### src/hw/pbc_defines.svh
// Purpose: constants of the peripheral bus configuration and control block
// Assumes: byte addresses on the host side, 32-bit register words
// Notes:   multi-bit field positions are written as hi:lo ranges, single-bit fields as one index
`ifndef PBC_DEFINES_SVH
`define PBC_DEFINES_SVH
// ============================================================
// address decode
`define PBC_REGION        23:22
`define PBC_REGION_ROM    2'h0
`define PBC_REGION_BBRAM  2'h1
`define PBC_REGION_PIO    2'h2
`define PBC_REGION_INT    2'h3
`define PBC_ROM_SEL_BIT   21
`define PBC_ROM_ADDR      20:1
`define PBC_BBRAM_ADDR    16:2
`define PBC_PIO_CH        13:10
`define PBC_PIO_REG       9:2
`define PBC_GRP           13:10
`define PBC_IDX           9:6
`define PBC_GRP_DCFG      4'h0
`define PBC_GRP_DCTRL     4'h1
`define PBC_GRP_PCFG      4'h2
`define PBC_GRP_ROM_WE    4'h3
`define PBC_GRP_ROM_SWAP  4'h4
`define PBC_GRP_GEN_OUT   4'h5
// ============================================================
// configuration fields; timing, wide and even high shared by dma and pio, real time, burst and live dma only
`define PBC_CFG_RD_SHORT  0
`define PBC_CFG_RD_MID    4:1
`define PBC_CFG_RD_LATE   8:5
`define PBC_CFG_WR_SHORT  9
`define PBC_CFG_WR_MID    13:10
`define PBC_CFG_WR_LATE   17:14
`define PBC_CFG_WIDE      18
`define PBC_CFG_EVEN_HIGH 19
`define PBC_CFG_REAL_TIME 21
`define PBC_CFG_BURST     26:22
`define PBC_CFG_LIVE      27
// ============================================================
// control write and read fields
`define PBC_CTL_LITTLE    1
`define PBC_CTL_RECEIVE   2
`define PBC_CTL_FLUSH     3
`define PBC_CTL_RUN       4
`define PBC_CTL_RUN_GATE  5
`define PBC_CTL_RT        6
`define PBC_CTL_HIGHWATER 15:8
`define PBC_CTL_FIFO_BEG  21:16
`define PBC_CTL_FIFO_END  29:24
`define PBC_CTL_RD_IRQ    0
`define PBC_CTL_RD_RUN    1
`define PBC_FIFO_LAST_ROW 6'h2f
// ============================================================
// cycle counts
`define PBC_CYC_ZERO      5'h10
`define PBC_CYC_ONE       5'h01
`define PBC_CYC_TWO       5'h02
`define PBC_CYC_THREE     5'h03
`endif

### src/hw/pbc_pkg.sv
// Purpose: types of the peripheral bus configuration and control block
// Assumes: constants live in pbc_defines.svh
// Notes:   counts are in host clock cycles
package pbc_pkg;
    // ============================================================
    // decoded state lengths
    typedef struct packed {
        logic [4:0] rd_second;
        logic [4:0] rd_third;
        logic [4:0] rd_fourth;
        logic [4:0] wr_second;
        logic [4:0] wr_third;
        logic [4:0] wr_fourth;
    } pbc_timing_type;
    // ============================================================
    // per dma channel settings
    typedef struct packed {
        pbc_timing_type timing;
        logic           wide_device_flag;
        logic           even_high;
        logic           real_time;
        logic [4:0]     burst;
        logic           little;
        logic           receive;
        logic           flush;
        logic           channel_running;
        logic           rt_service;
        logic [5:0]     fifo_beg;
        logic [5:0]     fifo_end;
        logic           fifo_ok;
    } pbc_dma_chan_type;
    typedef enum logic {PBC_ST_IDLE, PBC_ST_EXT} pbc_state_type;
endpackage : pbc_pkg

### src/hw/pbc_ctrl.sv
// Purpose: register file and decode of a peripheral bus controller
// Assumes: one host clock, synchronous active high reset
// Notes:   read answers leave through a two-entry buffer
`timescale 1ns/10ps
`default_nettype none
`include "pbc_defines.svh"
// ============================================================
// top module
module pbc_ctrl #(
    parameter int DMA_CH = 8,
    parameter int PIO_CH = 10
) (
    input  wire logic                     clock_in,
    input  wire logic                     srst_in,
    input  wire logic                     reg_valid_in,
    output logic                          reg_ready_out,
    input  wire logic                     reg_write_in,
    input  wire logic [23:0]              reg_addr_in,
    input  wire logic [31:0]              reg_wdata_in,
    output logic                          rsp_valid_out,
    input  wire logic                     rsp_ready_in,
    output logic [31:0]                   rsp_data_out,
    output logic                          ext_strobe_out,
    output logic                          ext_write_out,
    output logic [19:0]                   ext_addr_out,
    output logic [15:0]                   ext_wdata_out,
    input  wire logic [15:0]              ext_rdata_in,
    input  wire logic                     ext_ack_in,
    output logic [PIO_CH-1:0]             pio_cs_out,
    output logic                          bbram_cs_out,
    output logic [1:0]                    rom_cs_out,
    output pbc_pkg::pbc_timing_type       ext_timing_out,
    input  wire logic [DMA_CH-1:0]        dma_req_n_in,
    output logic [DMA_CH-1:0]             dma_preempt_out,
    input  wire logic [DMA_CH-1:0][7:0]   dma_level_in,
    output logic [DMA_CH-1:0]             dma_service_out,
    input  wire logic [DMA_CH-1:0]        dma_done_in,
    input  wire logic [DMA_CH-1:0]        dma_buf_irq_in,
    output pbc_pkg::pbc_dma_chan_type [DMA_CH-1:0] dma_chan_out,
    input  wire logic                     dma_tc_req_in,
    input  wire logic                     tc_in,
    output logic                          tc_out,
    output logic                          tc_oe_out,
    output logic                          spare_out
);
    // ============================================================
    // declarations
    pbc_pkg::pbc_state_type state_q;
    logic [31:0]            dcfg_q [DMA_CH];
    logic [31:0]            dctl_q [DMA_CH];
    logic [31:0]            pcfg_q [PIO_CH];
    logic [DMA_CH-1:0]      run_q;
    logic [DMA_CH-1:0]      irq_q;
    logic [DMA_CH-1:0]      sync1_q;
    logic [DMA_CH-1:0]      sync2_q;
    logic [DMA_CH-1:0]      sync_prev_q;
    logic [DMA_CH-1:0]      live_prev_q;
    logic                   rom_we_q;
    logic                   rom_swap_q;
    logic                   spare_q;
    logic                   tc_q;
    logic                   tc_oe_q;
    logic                   ext_strobe_q;
    logic                   ext_write_q;
    logic [19:0]            ext_addr_q;
    logic [15:0]            ext_wdata_q;
    logic [PIO_CH-1:0]      pio_cs_q;
    logic                   bbram_cs_q;
    logic [1:0]             rom_cs_q;
    logic                   ext_wide_q;
    logic                   ext_high_q;
    pbc_pkg::pbc_timing_type ext_timing_q;
    logic [31:0]            buf_q [2];
    logic                   buf_wr_q;
    logic                   buf_rd_q;
    logic [1:0]             buf_cnt_q;
    logic                   accept;
    logic                   is_int;
    logic [3:0]             grp;
    logic [3:0]             idx;
    logic [3:0]             pio_ch;
    logic                   rom_hi;
    logic [31:0]            int_rdata;
    logic                   push;
    logic [31:0]            push_data;
    logic                   pop;
    logic [15:0]            ext_rd_steer;
    pbc_pkg::pbc_timing_type sel_timing;
    logic                   sel_wide;
    logic                   sel_high;

    function automatic logic [4:0] pbc_cyc16(input logic [3:0] v);
        pbc_cyc16 = (v == 4'h0) ? `PBC_CYC_ZERO : {1'b0, v};
    endfunction : pbc_cyc16

    function automatic pbc_pkg::pbc_timing_type pbc_dma_tim(input logic [31:0] c);
        pbc_dma_tim.rd_second = c[`PBC_CFG_RD_SHORT] ? `PBC_CYC_THREE : `PBC_CYC_TWO;
        pbc_dma_tim.wr_second = c[`PBC_CFG_WR_SHORT] ? `PBC_CYC_THREE : `PBC_CYC_TWO;
        pbc_dma_tim.rd_third  = pbc_cyc16(c[`PBC_CFG_RD_MID]);
        pbc_dma_tim.rd_fourth = pbc_cyc16(c[`PBC_CFG_RD_LATE]);
        pbc_dma_tim.wr_third  = pbc_cyc16(c[`PBC_CFG_WR_MID]);
        pbc_dma_tim.wr_fourth = pbc_cyc16(c[`PBC_CFG_WR_LATE]);
    endfunction : pbc_dma_tim

    function automatic pbc_pkg::pbc_timing_type pbc_pio_tim(input logic [31:0] c);
        pbc_pio_tim.rd_second = c[`PBC_CFG_RD_SHORT] ? `PBC_CYC_ONE : `PBC_CYC_TWO;
        pbc_pio_tim.wr_second = c[`PBC_CFG_WR_SHORT] ? `PBC_CYC_ONE : `PBC_CYC_TWO;
        pbc_pio_tim.rd_third  = pbc_cyc16(c[`PBC_CFG_RD_MID]);
        pbc_pio_tim.rd_fourth = pbc_cyc16(c[`PBC_CFG_RD_LATE]);
        pbc_pio_tim.wr_third  = pbc_cyc16(c[`PBC_CFG_WR_MID]);
        pbc_pio_tim.wr_fourth = pbc_cyc16(c[`PBC_CFG_WR_LATE]);
    endfunction : pbc_pio_tim

    // ============================================================
    // request decode
    assign reg_ready_out = (state_q == pbc_pkg::PBC_ST_IDLE) && (buf_cnt_q != 2'h2);
    assign accept        = reg_valid_in && reg_ready_out;
    assign is_int        = reg_addr_in[`PBC_REGION] == `PBC_REGION_INT;
    assign grp           = reg_addr_in[`PBC_GRP];
    assign idx           = reg_addr_in[`PBC_IDX];
    assign pio_ch        = reg_addr_in[`PBC_PIO_CH];
    assign rom_hi        = reg_addr_in[`PBC_ROM_SEL_BIT] ^ rom_swap_q;

    always_comb begin
        sel_timing = pbc_pio_tim(32'h0000_0000);
        sel_wide   = 1'b1;
        sel_high   = 1'b0;
        if (reg_addr_in[`PBC_REGION] == `PBC_REGION_PIO && pio_ch < 4'(PIO_CH)) begin
            sel_timing = pbc_pio_tim(pcfg_q[pio_ch]);
            sel_wide   = pcfg_q[pio_ch][`PBC_CFG_WIDE];
            sel_high   = pcfg_q[pio_ch][`PBC_CFG_EVEN_HIGH];
        end else if (reg_addr_in[`PBC_REGION] == `PBC_REGION_BBRAM) begin
            sel_wide   = 1'b0;
        end
    end

    always_comb begin
        int_rdata = 32'h0000_0000;
        unique case (grp)
            `PBC_GRP_DCFG: begin
                if (idx < 4'(DMA_CH)) begin
                    int_rdata = dcfg_q[idx[2:0]];
                end
            end
            `PBC_GRP_DCTRL: begin
                if (idx < 4'(DMA_CH)) begin
                    int_rdata[`PBC_CTL_RD_IRQ] = irq_q[idx[2:0]];
                    int_rdata[`PBC_CTL_RD_RUN] = run_q[idx[2:0]];
                end
            end
            `PBC_GRP_PCFG: begin
                if (idx < 4'(PIO_CH)) begin
                    int_rdata = pcfg_q[idx];
                end
            end
            default: begin
                int_rdata = 32'h0000_0000;
            end
        endcase
    end

    // ============================================================
    // access sequencer
    always_ff @(posedge clock_in) begin
        if (srst_in) begin
            state_q <= pbc_pkg::PBC_ST_IDLE;
        end else begin
            unique case (state_q)
                pbc_pkg::PBC_ST_IDLE: begin
                    if (accept && !is_int
                        && !(reg_write_in && reg_addr_in[`PBC_REGION] == `PBC_REGION_ROM
                             && !rom_we_q)) begin
                        state_q <= pbc_pkg::PBC_ST_EXT;
                    end
                end
                pbc_pkg::PBC_ST_EXT: begin
                    if (ext_ack_in) begin
                        state_q <= pbc_pkg::PBC_ST_IDLE;
                    end
                end
            endcase
        end
    end

    always_ff @(posedge clock_in) begin
        if (srst_in) begin
            ext_strobe_q <= 1'b0;
            ext_write_q  <= 1'b0;
            ext_addr_q   <= 20'h0_0000;
            ext_wdata_q  <= 16'h0000;
            pio_cs_q     <= '0;
            bbram_cs_q   <= 1'b0;
            rom_cs_q     <= 2'h0;
            ext_wide_q   <= 1'b0;
            ext_high_q   <= 1'b0;
            ext_timing_q <= '0;
        end else if (state_q == pbc_pkg::PBC_ST_EXT) begin
            if (ext_ack_in) begin
                ext_strobe_q <= 1'b0;
                pio_cs_q     <= '0;
                bbram_cs_q   <= 1'b0;
                rom_cs_q     <= 2'h0;
            end
        end else if (accept && !is_int) begin
            ext_write_q  <= reg_write_in;
            ext_wide_q   <= sel_wide;
            ext_high_q   <= sel_high;
            ext_timing_q <= sel_timing;
            if (sel_wide) begin
                ext_wdata_q <= sel_high ? {reg_wdata_in[7:0], reg_wdata_in[15:8]}
                                        : reg_wdata_in[15:0];
            end else begin
                ext_wdata_q <= sel_high ? {reg_wdata_in[7:0], 8'h00}
                                        : {8'h00, reg_wdata_in[7:0]};
            end
            unique case (reg_addr_in[`PBC_REGION])
                `PBC_REGION_ROM: begin
                    if (!reg_write_in || rom_we_q) begin
                        ext_strobe_q <= 1'b1;
                        rom_cs_q     <= rom_hi ? 2'h2 : 2'h1;
                        ext_addr_q   <= reg_addr_in[`PBC_ROM_ADDR];
                    end
                end
                `PBC_REGION_BBRAM: begin
                    ext_strobe_q <= 1'b1;
                    bbram_cs_q   <= 1'b1;
                    ext_addr_q   <= {5'h00, reg_addr_in[`PBC_BBRAM_ADDR]};
                end
                default: begin
                    ext_strobe_q <= 1'b1;
                    if (pio_ch < 4'(PIO_CH)) begin
                        pio_cs_q[pio_ch] <= 1'b1;
                    end
                    ext_addr_q <= {4'h0, reg_addr_in[`PBC_PIO_REG],
                                   reg_addr_in[`PBC_PIO_REG]};
                end
            endcase
        end
    end

    assign ext_strobe_out = ext_strobe_q;
    assign ext_write_out  = ext_write_q;
    assign ext_addr_out   = ext_addr_q;
    assign ext_wdata_out  = ext_wdata_q;
    assign pio_cs_out     = pio_cs_q;
    assign bbram_cs_out   = bbram_cs_q;
    assign rom_cs_out     = rom_cs_q;
    assign ext_timing_out = ext_timing_q;

    // ============================================================
    // global bits and terminal count pin
    always_ff @(posedge clock_in) begin
        if (srst_in) begin
            rom_we_q <= 1'b0;
            spare_q  <= 1'b0;
        end else if (accept && is_int && reg_write_in) begin
            if (grp == `PBC_GRP_ROM_WE) begin
                rom_we_q <= reg_wdata_in[0];
            end
            if (grp == `PBC_GRP_GEN_OUT) begin
                spare_q <= reg_wdata_in[0];
            end
        end
    end

    always_ff @(posedge clock_in) begin
        if (srst_in) begin
            rom_swap_q <= tc_in;
        end else if (accept && is_int && reg_write_in && grp == `PBC_GRP_ROM_SWAP) begin
            rom_swap_q <= reg_wdata_in[0];
        end
    end

    always_ff @(posedge clock_in) begin
        if (srst_in) begin
            tc_q    <= 1'b0;
            tc_oe_q <= 1'b0;
        end else begin
            tc_q    <= dma_tc_req_in;
            tc_oe_q <= 1'b1;
        end
    end

    assign tc_out    = tc_q;
    assign tc_oe_out = tc_oe_q;
    assign spare_out = spare_q;

    // ============================================================
    // pio configuration
    for (genvar p = 0; p < PIO_CH; p++) begin : g_pio
        always_ff @(posedge clock_in) begin
            if (srst_in) begin
                pcfg_q[p] <= 32'h0000_0000;
            end else if (accept && is_int && reg_write_in && grp == `PBC_GRP_PCFG
                         && idx == 4'(p)) begin
                pcfg_q[p] <= reg_wdata_in;
            end
        end
    end

    // ============================================================
    // dma channels
    for (genvar c = 0; c < DMA_CH; c++) begin : g_dma
        logic wr_cfg;
        logic wr_ctl;
        logic rd_ctl;
        assign wr_cfg = accept && is_int && reg_write_in && grp == `PBC_GRP_DCFG && idx == 4'(c);
        assign wr_ctl = accept && is_int && reg_write_in && grp == `PBC_GRP_DCTRL && idx == 4'(c);
        assign rd_ctl = accept && is_int && !reg_write_in && grp == `PBC_GRP_DCTRL
                        && idx == 4'(c);

        always_ff @(posedge clock_in) begin
            if (srst_in) begin
                dcfg_q[c] <= 32'h0000_0000;
                dctl_q[c] <= 32'h0000_0000;
            end else begin
                if (wr_cfg) begin
                    dcfg_q[c] <= reg_wdata_in;
                end
                if (wr_ctl) begin
                    dctl_q[c] <= reg_wdata_in;
                end
            end
        end

        always_ff @(posedge clock_in) begin
            if (srst_in) begin
                run_q[c] <= 1'b0;
            end else if (wr_ctl && reg_wdata_in[`PBC_CTL_RUN_GATE]) begin
                run_q[c] <= reg_wdata_in[`PBC_CTL_RUN];
            end else if (dma_done_in[c]) begin
                run_q[c] <= 1'b0;
            end
        end

        always_ff @(posedge clock_in) begin
            if (srst_in) begin
                irq_q[c] <= 1'b0;
            end else if (dma_buf_irq_in[c]) begin
                irq_q[c] <= 1'b1;
            end else if (rd_ctl) begin
                irq_q[c] <= 1'b0;
            end
        end

        always_ff @(posedge clock_in) begin
            if (srst_in) begin
                sync1_q[c]     <= 1'b1;
                sync2_q[c]     <= 1'b1;
                sync_prev_q[c] <= 1'b1;
                live_prev_q[c] <= 1'b1;
            end else begin
                sync1_q[c]     <= dma_req_n_in[c];
                sync2_q[c]     <= sync1_q[c];
                sync_prev_q[c] <= sync2_q[c];
                live_prev_q[c] <= dma_req_n_in[c];
            end
        end

        assign dma_preempt_out[c] = dcfg_q[c][`PBC_CFG_LIVE]
                                    ? (dma_req_n_in[c] && !live_prev_q[c])
                                    : (sync2_q[c] && !sync_prev_q[c]);
        assign dma_service_out[c] = run_q[c]
                                    && dma_level_in[c] >= dctl_q[c][`PBC_CTL_HIGHWATER];

        assign dma_chan_out[c].timing           = pbc_dma_tim(dcfg_q[c]);
        assign dma_chan_out[c].wide_device_flag = dcfg_q[c][`PBC_CFG_WIDE];
        assign dma_chan_out[c].even_high        = dcfg_q[c][`PBC_CFG_EVEN_HIGH];
        assign dma_chan_out[c].real_time        = dcfg_q[c][`PBC_CFG_REAL_TIME];
        assign dma_chan_out[c].burst            = dcfg_q[c][`PBC_CFG_BURST];
        assign dma_chan_out[c].little           = dctl_q[c][`PBC_CTL_LITTLE];
        assign dma_chan_out[c].receive          = dctl_q[c][`PBC_CTL_RECEIVE];
        assign dma_chan_out[c].flush            = dctl_q[c][`PBC_CTL_FLUSH];
        assign dma_chan_out[c].channel_running  = run_q[c];
        assign dma_chan_out[c].rt_service       = dctl_q[c][`PBC_CTL_RT];
        assign dma_chan_out[c].fifo_beg         = dctl_q[c][`PBC_CTL_FIFO_BEG];
        assign dma_chan_out[c].fifo_end         = dctl_q[c][`PBC_CTL_FIFO_END];
        assign dma_chan_out[c].fifo_ok          =
            dctl_q[c][`PBC_CTL_FIFO_BEG] <= dctl_q[c][`PBC_CTL_FIFO_END]
            && dctl_q[c][`PBC_CTL_FIFO_END] <= `PBC_FIFO_LAST_ROW;
    end

    // ============================================================
    // answer buffer
    assign ext_rd_steer = !ext_wide_q ? (ext_high_q ? {8'h00, ext_rdata_in[15:8]}
                                                    : {8'h00, ext_rdata_in[7:0]})
                        : (ext_high_q ? {ext_rdata_in[7:0], ext_rdata_in[15:8]}
                                      : ext_rdata_in);
    assign push      = (accept && is_int && !reg_write_in)
                    || (state_q == pbc_pkg::PBC_ST_EXT && ext_ack_in && !ext_write_q);
    assign push_data = (state_q == pbc_pkg::PBC_ST_EXT) ? {16'h0000, ext_rd_steer} : int_rdata;
    assign pop       = rsp_valid_out && rsp_ready_in;

    always_ff @(posedge clock_in) begin
        if (srst_in) begin
            buf_q[0] <= 32'h0000_0000;
            buf_q[1] <= 32'h0000_0000;
            buf_wr_q <= 1'b0;
        end else if (push) begin
            buf_q[buf_wr_q] <= push_data;
            buf_wr_q        <= !buf_wr_q;
        end
    end

    always_ff @(posedge clock_in) begin
        if (srst_in) begin
            buf_rd_q  <= 1'b0;
            buf_cnt_q <= 2'h0;
        end else begin
            if (pop) begin
                buf_rd_q <= !buf_rd_q;
            end
            buf_cnt_q <= buf_cnt_q + {1'b0, push} - {1'b0, pop};
        end
    end

    assign rsp_valid_out = buf_cnt_q != 2'h0;
    assign rsp_data_out  = buf_q[buf_rd_q];
endmodule : pbc_ctrl
`default_nettype wire

### config.mk
export PLATFORM = sky130hd
export DESIGN_NAME = pbc_ctrl
export DESIGN_NICKNAME = d
export VERILOG_FILES = /design/src/hw/pbc_pkg.sv /design/src/hw/pbc_ctrl.sv
export VERILOG_INCLUDE_DIRS = /design/src /design/src/hw
export SDC_FILE = /design/constraint.sdc
export NUM_CORES = 2
export LEC_CHECK = 0
export BUFFER_PORTS_ARGS = -buffer_cell sky130_fd_sc_hd__buf_2
export CELL_PAD_IN_SITES_DETAIL_PLACEMENT = 0
export CELL_PAD_IN_SITES_GLOBAL_PLACEMENT = 1
export CORE_AREA = 5 5 411 373
export DETAILED_ROUTE_END_ITERATION = 7
export DIE_AREA = 0 0 416 378
export PLACE_DENSITY_LB_ADDON = 0.3
export SYNTH_ARGS = -nofsm -noshare
export SYNTH_HDL_FRONTEND = slang
export SYNTH_SLANG_ARGS = --single-unit
### constraint.sdc
create_clock -name clock_in -period 12.07 [get_ports clock_in]
set_input_delay 1.8105 -clock clock_in [delete_from_list [all_inputs] [get_ports clock_in]]
set_output_delay 1.8105 -clock clock_in [all_outputs]
set_load 0.005 [all_outputs]
==> impl_metrics.yaml <==
place:
  dp.cells: 6057
  pre_cts_ws_ns: 5.81
  hpwl_mm: 117
  gp_congestion: 0.874
  place_area_um2: 52000
  numPortBuffers: 678
logic_synthesis:
  ys_types: 66
  synth_area_leaders: "edfxtp_1 (51%), and2_1 (9.7%), mux4_2 (7.2%), dfxtp_1 (5.2%), buf_4 (4.5%)"
  async_flop_share_pct: 0
  synth_edf_count: 833
  yosys.area.top_type_share_pct: 51.4
  ys_seq_area_share_pct: 56.6
  syn_avg_cell_area_um2: 12.4
  netlist_instances: 3934
  synth.area.mux_share_pct: 11.3
  yosys.area.top_type: "edfxtp_1"
  synth_xor_area_share_pct: 0.0900
  syn_area_um2: 48700
  synth_flop_cell: "edfxtp_1"
  synth_common_cells: "edfxtp_1 (833), and2_1 (753), clkbuf_1 (326), buf_4 (290), mux4_2 (156)"
  synth_top_family_by_area: "simple AND/OR/NAND/NOR gates"
  synth_compound_area_share_pct: 5.39
  synth_warnings: 0
  ys_seq_elements: 960
  synthSimpleGateAreaFrac_pct: 15.0
  synthAdderAreaFrac_pct: 2.91
  synth.most_common_cell: "edfxtp_1"
hold_path:
  hold_path_class: "register to register"
  hold_end: "sync_prev_q[0]$_SDFF_PP1_"
  hold_path.startpoint: "sync2_q[0]$_SDFF_PP1_"
  hold_depth: 2
sta:
  slew_headroom_pct: 17.0
  tightest_slew_ns: 1.24
  timing_hold_violations_final: 0
  finalSetupTns_ns: 0
  rsz0062_at_grt: "false"
  setup_viol: 0
  fin_crit_ns: 5.63
  fin_worst_skew_ns: 0.0829
  setup_slack_ns: 6.44
  max_clock_freq_ghz: 0.178
  drv_slew: 0
  post-route-period-util_pct: 46.6
detailed_routing:
  wl_mm: 174
  drtIter0Drc: 2841
  wl_met1_mm: 70.3
  drc: 0
  route.vias.total: 31600
  first_pass_iters: 6
  ant_nets: 0
  wl_per_cell_um: 27.7
  met2WireLength_mm: 85.9
  routed.top_layer: "met5"
  avgViaCountPerCell: 5.03
  wl_met3_mm: 10.6
critical_path:
  crit_path_top_delay_cell: "nand3_1"
  crit_path_end_kind: "register"
  crit_path_start: "reg_addr_in[23]"
  crit_chain: "buf_2 -> nand2_1 -> nor4b_1 -> nand3_1 -> or2_1 -> o31ai_4 -> buf_4"
  path_max_fanout: 29
  crit_type: "primary input to register"
  r2r-end: "pcfg_q[8][17]$_SDFFCE_PN0P_"
  reg2regPathDepth: 6
  ff2ff_setup_slack_ns: 7.56
  cp_slowest_stage_delay_ns: 0.86
  cp-start-kind: "primary input"
  crit_required_ns: 12.41
  r2r-start: "buf_cnt_q[1]$_SDFF_PP0_"
  crit_arrival_ns: 5.97
clock_network:
  cts_buffers: 108
  cts_resized: 0
  cts_post_setup_buffers_inserted: 0
  htreeDepth: 3
  ctsRootBufferMaster: "clkbuf_16"
  clock_sinks: 960
  cts_tree: "built"
  clkLatencyLatePin_ns: 0.75
  ctsHoldBuffers: 0
  cts_buffer_depth: 3
  clk_pin_slew_worst_paths_ns: 0.06
power:
  p_leak_uw: 0.0224
  power_density_nw_per_um2: 144
  ir_drop_mv: 0.125
final_layout:
  stdcell_area_um2: 55600
  area_growth_pct: 14.3
  fill_cells: 14400
  drive_gt1_share_pct: 28.3
  instances_no_fill: 6276
  finalNetCount: 4462
floorplan:
  die_h_um: 378
  die_w_um: 416
  core_um2: 149000
  floorplan.rows: 135
  die_area_um2: 157000
  start_util_pct: 32.7
  ios: 750
run:
  drv_cap: 0
global_routing:
  antenna_found_initial: 33
  first_global_vias: 30900
  grt_pass1_wl_mm: 241
  grt_max_degree: 68
  gr-total-overflow: 0
  grtUsageTotal_pct: 21.3
status:
  status: "completed"
-- flip-flops by register name, indices dropped and copies added (netlist names), 2 cells and up, named ones only --
register / cells
buf_cnt_q: 2
sync_prev_q: 8
pio_cs_out: 10
live_prev_q: 8
ext_addr_out: 20
sync2_q: 8
ext_wdata_out: 16
dctl_q: 192
irq_q: 8
rom_cs_out: 2
ext_timing_out: 24
dcfg_q: 256
pcfg_q: 320
buf_q: 64
dma_chan_out: 8
-- cells by family after synthesis --
kind of cell    count (synthesis)
simple gates                 1278
flops                         960
buf+inv                       820
compound gates                410
mux                           346
fa+ha+maj                     113
xor+xnor                        5
other cells                     2
-- routing by layer --
metal / vias up / track usage, %
met4: 8 / 7.58
li1: 14100 / -
met1: 16000 / 27.4
met5: - / 0
met2: 1193 / 36.4
met3: 301 / 3.49
-- where the power goes --
group,switching (uW),internal [uW]
clock network,1440,1870
logic,543,322
registers,98.9,3740
-- how the worst max path moves through the flow --
stage                                             end  slack, ns
final                     pcfg_q[8][17]$_SDFFCE_PN0P_       6.44
after global placement    pcfg_q[8][26]$_SDFFCE_PN0P_       5.85
after floorplan            pcfg_q[8][0]$_SDFFCE_PN0P_       6.23
after global routing      pcfg_q[8][17]$_SDFFCE_PN0P_       6.20
after detailed placement  pcfg_q[8][25]$_SDFFCE_PN0P_       5.81
after CTS                 pcfg_q[8][17]$_SDFFCE_PN0P_       6.56
-- critical path: cells and delay by family --
| kind | cells | cell delay [ns] |
|---|---|---|
| AND/OR/NAND/NOR | 4 | 2.49 |
| buffers and inverters | 2 | 0.87 |
| AO/OA/AOI/OAI | 1 | 0.75 |
-- cell type report --
cell class,count,area [um2],share of cell area (%)
timing repair buffer,756,4000,7.19
tap,1986,2480,4.47
clock buffer,154,3010,5.41
clock inverter,48,538,0.967
inverter,133,502,0.902
sequential,960,27600,49.5
multi-input combinational,2222,17500,31.5
antenna,17,42.5,0.0765
-- stage by stage --
stage               utilization, %  hold slack, ns  total power, uW
floorplan                        -           0.400             4390
global placement              34.9           0.405             4770
detailed placement            34.9           0.416             4780
CTS                           37.3           0.432             8100
global route                  37.3           0.448             8290
finish                        37.3           0.427             8020
-- placed cells by master, fill, tap and decap left out, drive strengths merged, types with 13 or more instances in the layout --
cell type / netlist / routed
a211oi: 20 / 20
a21o: 23 / 23
a21oi: 93 / 93
a22oi: 29 / 29
a31oi: 13 / 13
and2: 753 / 753
and3: 36 / 36
buf: 361 / 756
clkbuf: 326 / 154
clkinv: 2 / 38
conb: 2 / 70
dfxtp: 127 / 127
diode: 0 / 17
edfxtp: 833 / 833
ha: 113 / 113
inv: 131 / 135
mux2: 69 / 69
mux2i: 121 / 121
mux4: 156 / 156
nand2: 132 / 132
nand2b: 22 / 22
nand3: 25 / 25
nor2: 151 / 151
nor2b: 40 / 40
nor3: 35 / 35
nor4: 35 / 35
o211ai: 24 / 24
o21a: 16 / 16
o21ai: 112 / 112
o22ai: 16 / 16
or2: 20 / 20
No activity file was read; power rests on OpenSTA's default activity.
